## src/design/lhoc_pkg.sv

```systemverilog
package lhoc_pkg;

	// ==========================================================
	// chip modes, one-hot, driven by the mode controller
	typedef enum logic [6:0] {
		LHOC_MODE_INIT     = 7'h01,
		LHOC_MODE_NORMAL   = 7'h02,
		LHOC_MODE_STOP     = 7'h04,
		LHOC_MODE_SLEEP    = 7'h08,
		LHOC_MODE_RESTART  = 7'h10,
		LHOC_MODE_FAILSAFE = 7'h20,
		LHOC_MODE_SWFLASH  = 7'h40
	} lhoc_mode_e;

	// ==========================================================
	// timing, figures in their own unit, counts derived from the clock
	localparam int unsigned LHOC_CLK_KHZ = 100000; // core_clk 100 MHz
	localparam int unsigned LHOC_INIT_MODE_TIMEOUT_MS = 256;
	localparam int unsigned LHOC_MCU_SUPPLY_UV_TIMEOUT_MS = 1024;
	localparam int unsigned LHOC_CNT_W = 27; // holds 102.4e6 cycles
	localparam logic [26:0] LHOC_INIT_MODE_TIMEOUT_CYCLES =
		27'(LHOC_INIT_MODE_TIMEOUT_MS * LHOC_CLK_KHZ);
	localparam logic [26:0] LHOC_MCU_SUPPLY_UV_TIMEOUT_CYCLES =
		27'(LHOC_MCU_SUPPLY_UV_TIMEOUT_MS * LHOC_CLK_KHZ);

	// ==========================================================
	// reset values
	localparam logic LHOC_PIN_LOW = 1'b0; // open drain only ever pulls low
	localparam logic LHOC_OE_N_RST = 1'b1; // released after reset
	localparam logic [26:0] LHOC_CNT_RST = 27'h0000000;
	localparam logic LHOC_WD_CNT_RST = 1'b0;

endpackage : lhoc_pkg

```

## src/design/lhoc_ctrl.sv

```systemverilog
module lhoc_ctrl #(
	parameter logic [lhoc_pkg::LHOC_CNT_W-1:0] INIT_TIMEOUT_CYCLES =
		lhoc_pkg::LHOC_INIT_MODE_TIMEOUT_CYCLES,
	parameter logic [lhoc_pkg::LHOC_CNT_W-1:0] UV_TIMEOUT_CYCLES =
		lhoc_pkg::LHOC_MCU_SUPPLY_UV_TIMEOUT_CYCLES
) (
	input wire logic core_clk, // 100 MHz core clock
	input wire logic reset, // synchronous, active high
	input wire lhoc_pkg::lhoc_mode_e chip_mode, // current chip mode, one-hot
	input wire logic battery_ok, // battery above battery_limp_min_threshold
	input wire logic mcu_supply_low, // mcu_supply_rail below selected reset threshold
	input wire logic battery_above_uv_thr, // battery above matching uv timeout threshold
	input wire logic config_strap, // config pin level: 1 = config 1/3, 0 = config 2/4
	input wire logic wd_second_fail_sel, // 1 = act on second watchdog failure
	input wire logic wd_fail, // watchdog failure pulse
	input wire logic wd_trigger_ok, // successful watchdog trigger pulse
	input wire logic spi_lh_on, // SPI activation command pulse
	input wire logic spi_lh_off, // SPI deactivation command pulse
	input wire logic reset_short_vcc, // reset line permanently shorted to supply
	input wire logic reset_short_gnd, // reset line permanently shorted to ground
	input wire logic mcu_thermal_sd, // mcu supply regulator thermal shutdown
	output logic lh_pin_out_reg, // pin output value, always low
	output logic lh_pin_oe_n_reg, // low while the pin is pulled low
	output logic lh_active_reg, // status: output is on
	output logic lh_spi_src_reg, // status: held on by SPI command
	output logic lh_fail_src_reg, // status: held on by a failure
	output logic fail_safe_req_reg, // one-cycle pulse: uv timeout, go fail-safe
	output logic config_24_reg // held configuration: 1 = config 2/4
);
	import lhoc_pkg::*;

	// ==========================================================
	// mode decode
	logic in_init;
	logic in_normal;
	logic in_restart;
	logic in_failsafe;
	assign in_init = (chip_mode == LHOC_MODE_INIT);
	assign in_normal = (chip_mode == LHOC_MODE_NORMAL);
	assign in_restart = (chip_mode == LHOC_MODE_RESTART);
	assign in_failsafe = (chip_mode == LHOC_MODE_FAILSAFE);

	// ==========================================================
	// init mode timer
	logic [LHOC_CNT_W-1:0] init_cnt_reg;
	logic init_expired_reg;
	logic init_fire;
	assign init_fire = in_init && !init_expired_reg &&
		(init_cnt_reg == INIT_TIMEOUT_CYCLES - 27'h0000001);

	// counts only while in init; a fresh init restarts the window
	always_ff @(posedge core_clk) begin
		if (reset || !in_init) begin
			init_cnt_reg <= LHOC_CNT_RST;
			init_expired_reg <= 1'b0;
		end else if (init_fire) begin
			init_expired_reg <= 1'b1;
		end else if (!init_expired_reg) begin
			init_cnt_reg <= init_cnt_reg + 27'h0000001;
		end
	end

	// ==========================================================
	// configuration strap, latched only in init
	always_ff @(posedge core_clk) begin
		if (reset) begin
			config_24_reg <= 1'b0;
		end else if (in_init) begin
			config_24_reg <= !config_strap;
		end
	end

	// ==========================================================
	// mcu supply undervoltage timeout
	logic [LHOC_CNT_W-1:0] uv_cnt_reg;
	logic uv_cond;
	logic uv_timeout;
	assign uv_cond = mcu_supply_low && battery_above_uv_thr;
	assign uv_timeout = uv_cond && (uv_cnt_reg == UV_TIMEOUT_CYCLES);

	// saturates one past the timeout so the event fires once per episode
	always_ff @(posedge core_clk) begin
		if (reset || !uv_cond) begin
			uv_cnt_reg <= LHOC_CNT_RST;
		end else if (uv_cnt_reg <= UV_TIMEOUT_CYCLES) begin
			uv_cnt_reg <= uv_cnt_reg + 27'h0000001;
		end
	end

	// fail-safe request pulse to the mode controller
	always_ff @(posedge core_clk) begin
		if (reset) begin
			fail_safe_req_reg <= 1'b0;
		end else begin
			fail_safe_req_reg <= uv_timeout;
		end
	end

	// ==========================================================
	// watchdog failure counter, only meaningful in normal mode
	logic wd_cnt_reg;
	logic wd_act;
	assign wd_act = in_normal && wd_fail && (!wd_second_fail_sel || wd_cnt_reg);

	always_ff @(posedge core_clk) begin
		if (reset || !in_normal || wd_trigger_ok) begin
			wd_cnt_reg <= LHOC_WD_CNT_RST;
		end else if (wd_fail) begin
			wd_cnt_reg <= 1'b1;
		end
	end

	// ==========================================================
	// release sequence tracking
	logic prev_restart_reg;
	logic from_restart_reg;
	logic wd_ok_seen_reg;
	logic fail_release;
	assign fail_release = in_normal && from_restart_reg && wd_ok_seen_reg && spi_lh_off;

	// remember that normal mode was reached straight from restart
	always_ff @(posedge core_clk) begin
		if (reset) begin
			prev_restart_reg <= 1'b0;
			from_restart_reg <= 1'b0;
		end else begin
			prev_restart_reg <= in_restart;
			if (!in_normal) begin
				from_restart_reg <= 1'b0;
			end else if (prev_restart_reg) begin
				from_restart_reg <= 1'b1;
			end
		end
	end

	// a good trigger after restart arms the release, output stays on
	always_ff @(posedge core_clk) begin
		if (reset || !in_normal || fail_release) begin
			wd_ok_seen_reg <= 1'b0;
		end else if (from_restart_reg && wd_trigger_ok) begin
			wd_ok_seen_reg <= 1'b1;
		end
	end

	// ==========================================================
	// activation sources; a set in the same cycle as a clear wins
	logic fail_set;
	logic spi_set;
	logic init_clear;
	logic spi_src_next;
	logic fail_src_next;
	assign fail_set = battery_ok && (init_fire
		|| wd_act
		|| (in_restart && (reset_short_vcc || reset_short_gnd))
		|| uv_timeout
		|| mcu_thermal_sd
		|| in_failsafe);
	assign spi_set = battery_ok && in_normal && spi_lh_on;
	// init without timeout starts from off
	assign init_clear = in_init && !init_expired_reg;

	always_comb begin
		spi_src_next = lh_spi_src_reg;
		fail_src_next = lh_fail_src_reg;
		if (init_clear) begin
			spi_src_next = 1'b0;
			fail_src_next = 1'b0;
		end
		if (spi_lh_off) begin
			spi_src_next = 1'b0;
		end
		if (fail_release) begin
			fail_src_next = 1'b0;
		end
		if (spi_set) begin
			spi_src_next = 1'b1;
		end
		if (fail_set) begin
			fail_src_next = 1'b1;
		end
	end

	// source flags; outside init and normal only the failure sets and spi_lh_off change them
	always_ff @(posedge core_clk) begin
		if (reset) begin
			lh_spi_src_reg <= 1'b0;
			lh_fail_src_reg <= 1'b0;
		end else begin
			lh_spi_src_reg <= spi_src_next;
			lh_fail_src_reg <= fail_src_next;
		end
	end

	// ==========================================================
	// pin drive; low battery floats the pin but keeps the latched sources
	always_ff @(posedge core_clk) begin
		if (reset) begin
			lh_pin_out_reg <= LHOC_PIN_LOW;
			lh_pin_oe_n_reg <= LHOC_OE_N_RST;
			lh_active_reg <= 1'b0;
		end else begin
			lh_pin_out_reg <= LHOC_PIN_LOW;
			lh_pin_oe_n_reg <= !((spi_src_next || fail_src_next) && battery_ok);
			lh_active_reg <= (spi_src_next || fail_src_next) && battery_ok;
		end
	end
endmodule : lhoc_ctrl

```

## config.mk

```make
export PLATFORM = sky130hd
export DESIGN_NAME = lhoc_ctrl
export DESIGN_NICKNAME = d
export VERILOG_FILES = /design/src/design/lhoc_pkg.sv /design/src/design/lhoc_ctrl.sv
export SDC_FILE = /design/constraint.sdc
export NUM_CORES = 1
export LEC_CHECK = 0
export ABC_AREA = 1
export BUFFER_PORTS_ARGS = -buffer_cell sky130_fd_sc_hd__buf_2
export CAP_MARGIN = 20
export CORE_AREA = 3 3 82 84
export CTS_BUF_LIST = sky130_fd_sc_hd__clkbuf_8
export CTS_CLUSTER_SIZE = 25
export DETAILED_ROUTE_END_ITERATION = 12
export DIE_AREA = 0 0 85 87
export GPL_ROUTABILITY_DRIVEN = 0
export PLACE_DENSITY = 0.84
export SKIP_LAST_GASP = 1
export SLEW_MARGIN = 25
export SYNTH_ARGS = -nofsm -noshare
export SYNTH_HDL_FRONTEND = slang
export SYNTH_SLANG_ARGS = --single-unit
```

## constraint.sdc

```tcl
create_clock -name core_clk -period 4.8 [get_ports core_clk]
set_clock_uncertainty 0.2 [all_clocks]
set_input_delay 0.96 -clock core_clk [delete_from_list [all_inputs] [get_ports core_clk]]
set_output_delay 0.96 -clock core_clk [all_outputs]
set_load 0.005 [all_outputs]
```

# After elaboration in Yosys (flattened, before gate mapping)
# Index checks and enable logic that the tools add are counted.
[op_classes]
reduce_logical = 37
eq_ne = 6
magnitude_cmp = 1
muxes = 6
bitwise = 3
add_sub_neg = 2
[ops]
columns = ["op", "n"]
rows = [
  ["27-bit by 1-bit adder with 27-bit output (second input constant)", 2],
  ["27-bit by 25-bit equality test with 1-bit output (second input constant)", 1],
  ["27-bit equality test (second input constant)", 1],
  ["27-bit <= comparator (second input constant)", 1],
  ["1-bit logical AND", 15],
  ["1-bit logical OR", 13],
  ["7-bit by 1-bit equality test with 1-bit output (second input constant)", 1],
  ["7-bit by 2-bit equality test with 1-bit output (second input constant)", 1],
  ["7-bit by 5-bit equality test with 1-bit output (second input constant)", 1],
  ["7-bit by 6-bit equality test with 1-bit output (second input constant)", 1],
  ["1-bit zero test", 7],
  ["1-bit two-way mux", 6],
  ["1-bit inverter", 3],
  ["2-bit AND reduction", 1],
  ["2-bit OR reduction", 1],
]
[word_totals]
ff_bits = 65
output_inout_bits = 7
elab_cells = 68
input_bits = 21

# Depth between registers and ports, before layout
# Gate-level depths: netlist of run 1.
[depth]
word_depth = 13
mapped_depth = 13

# Least setup slack after synthesis of run 1
# OpenSTA, ideal clock, no wires.
[synth_path]
path_type = "input to register"
from = "input chip_mode[5]"
to = "register init_cnt_reg[17]"
setup_time_ns = 0.116
arrival_time_ns = 1.993
setup_slack_ns = 2.491
stages = 13
path_buffers = 1
cell_sequence = "inv_1 -> nand2_1 -> nor2_4 -> nand2_1 -> nor2_2 -> nand3_4 -> nand2_4 -> inv_4 -> buf_6 -> nand2_1 -> nand2_1 -> nand2_1 -> nor2_2"
[synth_between]
elab_chain_cells = 5
elab_cells_between_ends = 7
classes_between = "eq/ne: 1; bitwise: 1; reduce/logical: 5"
[synth_lines]
columns = ["element", "line_no", "text"]
rows = [
  ["from (decl)", "lhoc_ctrl.sv:9", "input wire lhoc_pkg::lhoc_mode_e chip_mode,"],
  ["7-bit by 1-bit equality test with 1-bit output *", "lhoc_ctrl.sv:38", "assign in_init = (chip_mode == LHOC_MODE_INIT);"],
  ["1-bit logical AND (2 in a row)", "lhoc_ctrl.sv:48", "assign init_fire = in_init && !init_expired_reg &&"],
  ["1-bit inverter (no source line)", "-", ""],
  ["2-bit AND reduction (no source line)", "-", ""],
  ["to (signal assigned)", "lhoc_ctrl.sv:59", "init_cnt_reg <= init_cnt_reg + 27'h0000001;"],
  ["to (decl)", "lhoc_ctrl.sv:45", "logic [LHOC_CNT_W-1:0] init_cnt_reg;"],
]
# Mark *: on every way between the ends. The rest lies on a longest branch, timed or not.
# A chain may end at the register's enable or synchronous reset.

# Final worst setup path of run 1
[layout_path]
from = "register uv_cnt_reg[0]"
to = "register uv_cnt_reg[1]"
[layout_between]
elab_chain_cells = 1
elab_cells_between_ends = 2
classes_between = "add/sub: 1; order compare: 1"
[layout_lines]
columns = ["element", "line_no", "text"]
rows = [
  ["from (decl)", "lhoc_ctrl.sv:75", "logic [LHOC_CNT_W-1:0] uv_cnt_reg;"],
  ["from (signal assigned)", "lhoc_ctrl.sv:86", "uv_cnt_reg <= uv_cnt_reg + 27'h0000001;"],
  ["27-bit by 1-bit adder with 27-bit output or 27-bit <= comparator (tied branches)", "lhoc_ctrl.sv:86, lhoc_ctrl.sv:85", ""],
]
# Parallel ways exist; a longest one is shown, timed or not.

==> flow_results.org, run 1 <==
** STA
- Shortest period the worst path allows :: 2790 ps
- Slew Limit Fails :: 0
- The number of hold violations in the final report was 0.
- Setup violations remaining at the end of the flow were counted as 0.
- Final total negative setup slack :: 0 ps
- Unrepaired setup endpoints after global routing :: false
- Tcrit/Tclk final :: 58.2%
- At the pin with the least slew margin, the transition time is 964 ps.
- Max Freq :: 358 MHz
- On the final layout, the worst hold slack is 277 ps.
- Headroom to the max-slew limit came out at 35.5%.

** Hold path
- The path class of the tightest hold or removal check is reg2reg.

** Synthesis
- Among all flip-flop cells after synthesis, the most frequent one is sky130_fd_sc_hd__dfxtp_1.
- Post-synthesis instance total :: 633
- Cell area after synthesis :: 0.00393 mm²
- Warnings, synthesis :: 0
- Number of storage elements in the synthesis netlist :: 65
- In this run the biggest area consumer among cell types represents 33.1% of the synthesized area.
- Top cells by area, synth :: sky130_fd_sc_hd__dfxtp_1 33%, sky130_fd_sc_hd__nand2_1 18%, sky130_fd_sc_hd__nor2_1 8.6%
- The synthesized design contains 0 enable-type register cells.
- Post-synth top area cell :: sky130_fd_sc_hd__dfxtp_1
- Async set-reset flop share out of synthesis :: 0%
- After synthesis, flip-flops and latches occupy 33.1% of the total area.
- Post-synthesis cell type count :: 37
- Synthesis produced a netlist with a net count of 657.
- In this run the mean area of a mapped cell was 6.21 µm².

** Global routing
- For met2 alone, demand over resource in global routing was 42.7%.
- Number of global-route vias before repair :: 3522
- For this run the aggregate overflow at the end of global routing stands at 0.
- GR Util All Layers :: 25.7%
- Entering global routing, the biggest net connects 30 pins.
- Most Used Layer, Global Route :: met2
- Antenna violations before repair :: 0
- For met1 alone, demand over resource in global routing was 34.5%.
- Wire length of the first global-routing pass :: 15.5 mm
- Met3 usage :: 3.50%

** Critical path
- Traced cell by cell, the critical path runs through inv_1 -> ha_1 -> nand2_1 -> nor2_1 -> nand2_1 -> nor2_2 -> nand2_1 -> nand2_1 -> inv_1 -> o21ai_0 -> a21oi_1.
- Buf+Inv Stages, Crit Path :: 2
- Among all stages on the critical path, the largest delay is contributed by sky130_fd_sc_hd__nand2_1.
- The worst setup path is captured at a flop.
- Type of the setup path with the least slack :: reg2reg
- Cell family with the largest share of critical-path delay :: simple AND/OR/NAND/NOR gates
- Among the stages of the critical path, the cell type that occurs most often is sky130_fd_sc_hd__nand2_1.
- Critical path data arrival time :: 2810 ps
- Critical path fanouts, max :: 29
- STA puts the critical path data required time at 4820 ps.
- Maximum single-stage delay on the critical path :: 700 ps
- Startpoint kind of the worst setup timing path :: flop

** Power and ir drop
- For this design the static power due to leakage is 1.59 nW.
- Dividing total power by cell area gives a power density of 253 mW/mm².
- VDD sags by at most 0.158 mV.

** Clock tree
- After clock tree synthesis, the flow added hold-fix buffers numbering 0.
- The longest clock path from root to sink contains 2 buffers.
- Worst skew pair latency :: 350 ps
- TritonCTS built the clock tree.
- Post_cts resized :: 0
- CTS saw 65 sinks.
- CTS root buf :: sky130_fd_sc_hd__clkbuf_8
- Clock-pin transition on the worst setup and hold timing paths :: 80 ps
- Count of H-tree levels built during CTS :: 3
- TritonCTS buffer count :: 9
- The number of setup buffers added after CTS is 0.

** Finish
- Of the cells placed in the final design, the portion with a size suffix greater than 1 is 12.2%.
- In the final design database the tool counted 681 nets.
- Signed area change from the synthesized netlist to the final layout :: 8.56%
- Post-layout util :: 71.2%
- After the flow finishes, the layout carries non-filler instances totaling 737.
- Summing all non-filler instances in the final layout gives an area of 0.00427 mm².
- The number of antenna diodes in the final layout is 0.

** Placement
- Including well taps, the total number of placed cells is 721.
- # port buffers :: 26
- Detailed placement ended at an HPWL of 6.61 mm.
- Once placement finished, the instance area stood at 0.00406 mm².

** Floorplanning
- Initial cell density of the core :: 65.6%
- Number of placed I/O pins :: 28
- The region available for standard cell placement spans 0.00599 mm².
- The floorplan step set the die width to 85 µm.
- Measured along the y axis, the die boundary spans 87 µm.
- Area enclosed by the die boundary :: 0.00740 mm²
- Std cell rows :: 28

** Drt
- In the final routed layout, each cell accounts on average for 12.3 µm.
- DRC Markers :: 0
- Count of nets left with antenna violations after detail routing :: 0
- The first detailed-routing pass ran for 5 iterations.
- Via count :: 3882
- Final WL :: 9.05 mm
- In the routed layout, each cell is associated on average with a via count of 5.27.
- In this run, the number of DRC markers left after iteration 0 of detailed routing was 300.

** Job
- Across the run, the number of max-cap violations was 0.

** Run status
- Status :: finished, final reports clean
-- where the power goes --
| part | internal (mW) | total, mW | leakage (nW) | switching [mW] |
|---|---|---|---|---|
| Sequential | 0.541 | 0.542 | 0.524 | 0.00122 |
| Clock | 0.288 | 0.510 | 0.110 | 0.222 |
| Combinational | 0.0125 | 0.0299 | 0.951 | 0.0174 |
| Total | 0.841 | 1.08 | 1.59 | 0.241 |
-- per-stage QoR --
stage | worst slack (ps) | total power [mW]
3_5_place_dp | 1900 | 0.584
3_3_place_gp | 1970 | 0.583
2_1_floorplan | 2490 | 0.571
4_1_cts | 2030 | 1.08
6_report | 2010 | 1.08
5_1_grt | 1690 | 1.11
-- cells in the mapped netlist, types with 3 or more instances --
| library cell | instances |
|---|---|
| sky130_fd_sc_hd__nor2_1 | 90 |
| sky130_fd_sc_hd__xor2_1 | 8 |
| sky130_fd_sc_hd__nand2_1 | 189 |
| sky130_fd_sc_hd__clkbuf_1 | 3 |
| sky130_fd_sc_hd__nor2_4 | 3 |
| sky130_fd_sc_hd__dfxtp_1 | 65 |
| sky130_fd_sc_hd__nor2_2 | 12 |
| sky130_fd_sc_hd__nand3b_1 | 6 |
| sky130_fd_sc_hd__clkinv_1 | 3 |
| sky130_fd_sc_hd__inv_2 | 6 |
| sky130_fd_sc_hd__o21ai_1 | 5 |
| sky130_fd_sc_hd__o21bai_1 | 6 |
| sky130_fd_sc_hd__inv_1 | 78 |
| sky130_fd_sc_hd__a21oi_1 | 39 |
| sky130_fd_sc_hd__nand3_1 | 27 |
| sky130_fd_sc_hd__nor3_1 | 26 |
| sky130_fd_sc_hd__a31oi_1 | 5 |
| sky130_fd_sc_hd__nor3_2 | 4 |
| sky130_fd_sc_hd__nand2_2 | 9 |
| sky130_fd_sc_hd__nand4_1 | 6 |
| sky130_fd_sc_hd__buf_6 | 5 |
| sky130_fd_sc_hd__ha_1 | 3 |
| sky130_fd_sc_hd__buf_2 | 3 |
| sky130_fd_sc_hd__o21ai_0 | 16 |
-- worst min-delay path, delay by kind of cell, from the launching register on --
kind / cells / cell delay (ps)
flip-flops: 1 / 310
buffers and inverters: 1 / 60
AO/OA/AOI/OAI: 1 / 70
-- metal layers --
layer	up-vias	routed length, µm	part of all wire, %
met4	0	98	1.1
met1	1713	4300	48
met5	-	0	0
met2	123	4070	45
met3	11	576	6.4
li1	2035	-	-
-- layout by cell type (no fill, tap or decap), types with 5 or more instances in the layout --
master,netlist,routed
sky130_fd_sc_hd__nand2_1,189,189
sky130_fd_sc_hd__nor2_1,90,90
sky130_fd_sc_hd__inv_1,78,79
sky130_fd_sc_hd__dfxtp_1,65,65
sky130_fd_sc_hd__a21oi_1,39,39
sky130_fd_sc_hd__nand3_1,27,27
sky130_fd_sc_hd__nor3_1,26,26
sky130_fd_sc_hd__buf_2,3,26
sky130_fd_sc_hd__o21ai_0,16,16
sky130_fd_sc_hd__nor2_2,12,12
sky130_fd_sc_hd__nand2_2,9,9
sky130_fd_sc_hd__clkbuf_8,0,9
sky130_fd_sc_hd__xor2_1,8,8
sky130_fd_sc_hd__inv_2,6,6
sky130_fd_sc_hd__nand4_1,6,6
sky130_fd_sc_hd__o21bai_1,6,6
sky130_fd_sc_hd__nand3b_1,6,6
sky130_fd_sc_hd__o21ai_1,5,5
sky130_fd_sc_hd__a31oi_1,5,5
-- cell families after synthesis --
kind of cell,after synthesis,share of synthesized area (%)
adder cells (fa/ha/maj),3,0.955
AND/OR/NAND/NOR,380,42.7
XOR/XNOR,9,2.01
flip-flops,65,33.1
other,1,0.0954
AO/OA/AOI/OAI,74,10.2
buffers and inverters,101,11.0
-- path summary, 6_finish.rpt --
path                    to           from  slack (ps)  depth (start not counted)
max reg2reg  uv_cnt_reg[1]  uv_cnt_reg[0]        2010                         11
min reg2reg     wd_cnt_reg     wd_cnt_reg         280                          2
max          uv_cnt_reg[1]  uv_cnt_reg[0]        2010                         11
min             wd_cnt_reg     wd_cnt_reg         280                          2
-- cell type report --
type / instances / area, µm²
Multi-Input combinational cell: 467 / 2200
Fill cell: 520 / 1720
Sequential cell: 65 / 1300
Inverter: 88 / 333
Timing Repair Buffer: 26 / 130
Clock buffer: 9 / 124
Tap cell: 75 / 93.8
Clock inverter: 7 / 86.3
(Power assumes the default switching activity.)
==> run 2, diff against run 1 <==
--- a/config.mk
+++ b/config.mk
@@ -8,13 +8,13 @@
 export ABC_AREA = 1
 export BUFFER_PORTS_ARGS = -buffer_cell sky130_fd_sc_hd__buf_2
 export CAP_MARGIN = 20
-export CORE_AREA = 3 3 82 84
+export CORE_AREA = 3 3 83 85
 export CTS_BUF_LIST = sky130_fd_sc_hd__clkbuf_8
 export CTS_CLUSTER_SIZE = 25
 export DETAILED_ROUTE_END_ITERATION = 12
-export DIE_AREA = 0 0 85 87
+export DIE_AREA = 0 0 86 88
 export GPL_ROUTABILITY_DRIVEN = 0
-export PLACE_DENSITY = 0.84
+export PLACE_DENSITY = 0.82
 export SKIP_LAST_GASP = 1
 export SLEW_MARGIN = 25
 export SYNTH_ARGS = -nofsm -noshare
==> constraint.sdc (replaced) <==
create_clock -name core_clk -period 2.9 [get_ports core_clk]
set_clock_uncertainty 0.2 [all_clocks]
set_input_delay 0.58 -clock core_clk [delete_from_list [all_inputs] [get_ports core_clk]]
set_output_delay 0.58 -clock core_clk [all_outputs]
set_load 0.005 [all_outputs]
==> run 2 against run 1 <==
  * Core utilization fell by 2.4 points
  * Via count rose by 1.7%
  * Count of clock-buffer cells in the layout rose by 2
  * Die area rose by 2.3%
  * Global-route usage fell by 0.51 points
  * Hold slack got worse by 70 ps
  * Worst setup slack got worse by 1400 ps
  * Critical path depth rose by 1
  * Routed wire length rose by 2.0%
  * Register-to-register slack got worse by 1400 ps
==> flow_results.org, run 2 (synthesis results as in run 1) <==
** Run status
- Status :: finished, final reports clean

** Finish
- Compared with the post-synthesis result, the final layout area differs by 9.87%.
- Number of antenna repair diodes :: 0
- Fill cell total of the finished layout :: 568
- The net count of the finished layout is 685.
- Most frequent cells in the layout :: 189 x sky130_fd_sc_hd__nand2_1, 90 x sky130_fd_sc_hd__nor2_1, 78 x sky130_fd_sc_hd__inv_1
- Commonest non-fill, non-tap cell in the layout :: sky130_fd_sc_hd__nand2_1
- The post-route netlist has 12.9% of its cells at a drive strength greater than 1.

** Hold path
- The worst hold path was traced through 2 stages.
- The min-delay analysis places its worst path in the category in2reg.

** Clock tree
- After clock tree synthesis, the flow added hold-fix buffers numbering 0.
- After clock tree synthesis, the setup repair step added 0 buffers.
- Clk buf depth :: 2
- TritonCTS buffer count :: 9
- TritonCTS built the clock tree.
- Once the clock tree was built, the resizer swapped 0 gates to a different size.
- Number of sinks driven by the clock tree :: 65
- In this run the number of H-tree levels came out at 3.
- Clock-pin transition on the worst setup and hold timing paths :: 70 ps
- Worst skew pair latency :: 360 ps
- In this run the clock root is driven by a sky130_fd_sc_hd__clkbuf_8.

** Power and ir drop
- PD cells :: 425 mW/mm²
- Highest ir drop seen on vdd :: 0.348 mV
- Static leakage :: 1.61 nW
- Total power of the final layout :: 1.84 mW

** Critical path
- Required time reported for the critical path endpoint :: 2930 ps
- Critical path data arrival time :: 2280 ps
- The number of buffers and inverters on the critical path is 1.
- Startpoint kind of the worst setup timing path :: flop
- Number of cells on the critical path :: 12
- Counting cells, the worst reg-to-reg path comes to 12.
- The worst setup path is captured at a flop.
- Cell family with the largest share of critical-path delay :: simple AND/OR/NAND/NOR gates
- Critical path fanouts, max :: 22
- Maximum single-stage delay on the critical path :: 360 ps
- On the critical path, the stage with the largest delay is an instance of sky130_fd_sc_hd__dfxtp_1.
- Cell-by-cell listing of the critical path :: ha_1 -> nand2_2 -> nor2_4 -> nand2_4 -> nor2_4 -> nand3_4 -> nand2_4 -> inv_4 -> nand2_1 -> nand2_1 -> nand2_1 -> nor2_2
- Type of the setup path with the least slack :: reg2reg
- Counting stages on the worst path, the most repeated cell is sky130_fd_sc_hd__nand2_1.

** Drt
- The first detailed-routing pass ran for 5 iterations.
- After the first detailed-routing iteration, the DRC count stood at 205.
- The detailed router put a total of 3.89 mm of wire on met1.
- Wire per inst :: 12.4 µm
- Highest routing layer actually used :: met4
- DRC Markers :: 0
- WL met3 :: 469 µm
- Via count :: 3947
- After detailed routing, the number of vias per cell comes to 5.31.
- Final WL :: 9.23 mm
- Met2 Routed Length :: 4.57 mm
- Once detail routing completed, the nets flagged for antenna violations numbered 0.

** STA
- Setup repair after global routing left no endpoint under its margin.
- The smallest clock period supported by the final layout is computed as 2250 ps.
- Final total negative setup slack :: 0 ps
- Max Freq :: 445 MHz
- Final hold violation count :: 0
- Slew Limit Fails :: 0
- Setup violations remaining at the end of the flow were counted as 0.
- Tcrit/Tclk final :: 77.5%

** Floorplanning
- The die covers 0.00757 mm².
- The total area inside the core boundary comes to 0.00628 mm².
- In this run the horizontal extent of the chip is 86 µm.
- The initialized floorplan defines 29 standard-cell rows.
- For this design the top-level I/O count stands at 28.
- In this run the vertical extent of the chip is 88 µm.
- Initial cell density of the core :: 62.6%

** Global routing
- The initial antenna violation count was 0.
- Wire length of the first global-routing pass :: 15.3 mm
- For this run, the total global-route usage over all layers was measured as 25.2%.
- Global route overflow :: 0
- Largest net degree at the start of global routing :: 23
- Number of global-route vias before repair :: 3616

** Placement
- Detailed placement finished with a half-perimeter wire length of 6.95 mm.
- Port buffering added 26 buffers.

** Job
- Max-cap viol count :: 0
-- run 2: changes by cell type in the layout (fill, tap and decap cells not counted) --
cell / previous run / this run
sky130_fd_sc_hd__clkinv_2: 3 / 2
sky130_fd_sc_hd__inv_1: 79 / 78
sky130_fd_sc_hd__clkbuf_8: 9 / 11
sky130_fd_sc_hd__buf_4: 0 / 4
-- run 2: worst register-to-register path: cells and delay by family (launching register included) --
kind | cells | cell delay (ps)
flip-flops | 1 | 360
adder cells (fa/ha/maj) | 1 | 280
AND/OR/NAND/NOR | 10 | 1120
buffers and inverters | 1 | 170
-- run 2: per-layer routing --
| layer | track usage (%) | vias up |
|---|---|---|
| li1 | - | 2043 |
| met1 | 28.7 | 1731 |
| met2 | 45.1 | 140 |
| met3 | 4.61 | 33 |
| met4 | 12.5 | 0 |
| met5 | 0 | - |
-- run 2: cell type report --
cell class	instances	area, µm²	share of cell area, %
inverters	88	333	7.71
flip-flops and latches	65	1300	30.1
clock buffers	11	151	3.51
clock inverters	5	77.6	1.80
well taps	77	96.3	2.23
repair buffers	30	160	3.71
multi-input cells	467	2200	50.9
-- run 2: path summary, 6_finish.rpt --
path / startpoint / end / slack [ps]
min reg2reg: prev_restart_reg / from_restart_reg / 260
max reg2reg: init_cnt_reg[0] / init_cnt_reg[17] / 650
max: init_cnt_reg[0] / init_cnt_reg[17] / 650
min: wd_trigger_ok / wd_cnt_reg / 210
-- run 2: stage by stage --
step / util (%) / cell area (µm²) / hold WS, ps / instances / setup slack, ps
2_1_floorplan: - / 3930 / 225 / 633 / 971
6_report: 68.8 / 4320 / 207 / 743 / 652
3_5_place_dp: 65.1 / 4090 / 251 / 727 / 567
5_1_grt: 68.8 / 4320 / 203 / 743 / 403
4_1_cts: 68.8 / 4320 / 202 / 743 / 658
3_3_place_gp: 65.1 / 4090 / 232 / 727 / 657
-- run 2: power by group --
group	total (mW)	internal (mW)	switching (mW)
Clock	0.889	0.528	0.362
Combinational	0.0504	0.0213	0.0290
Sequential	0.897	0.895	0.00213
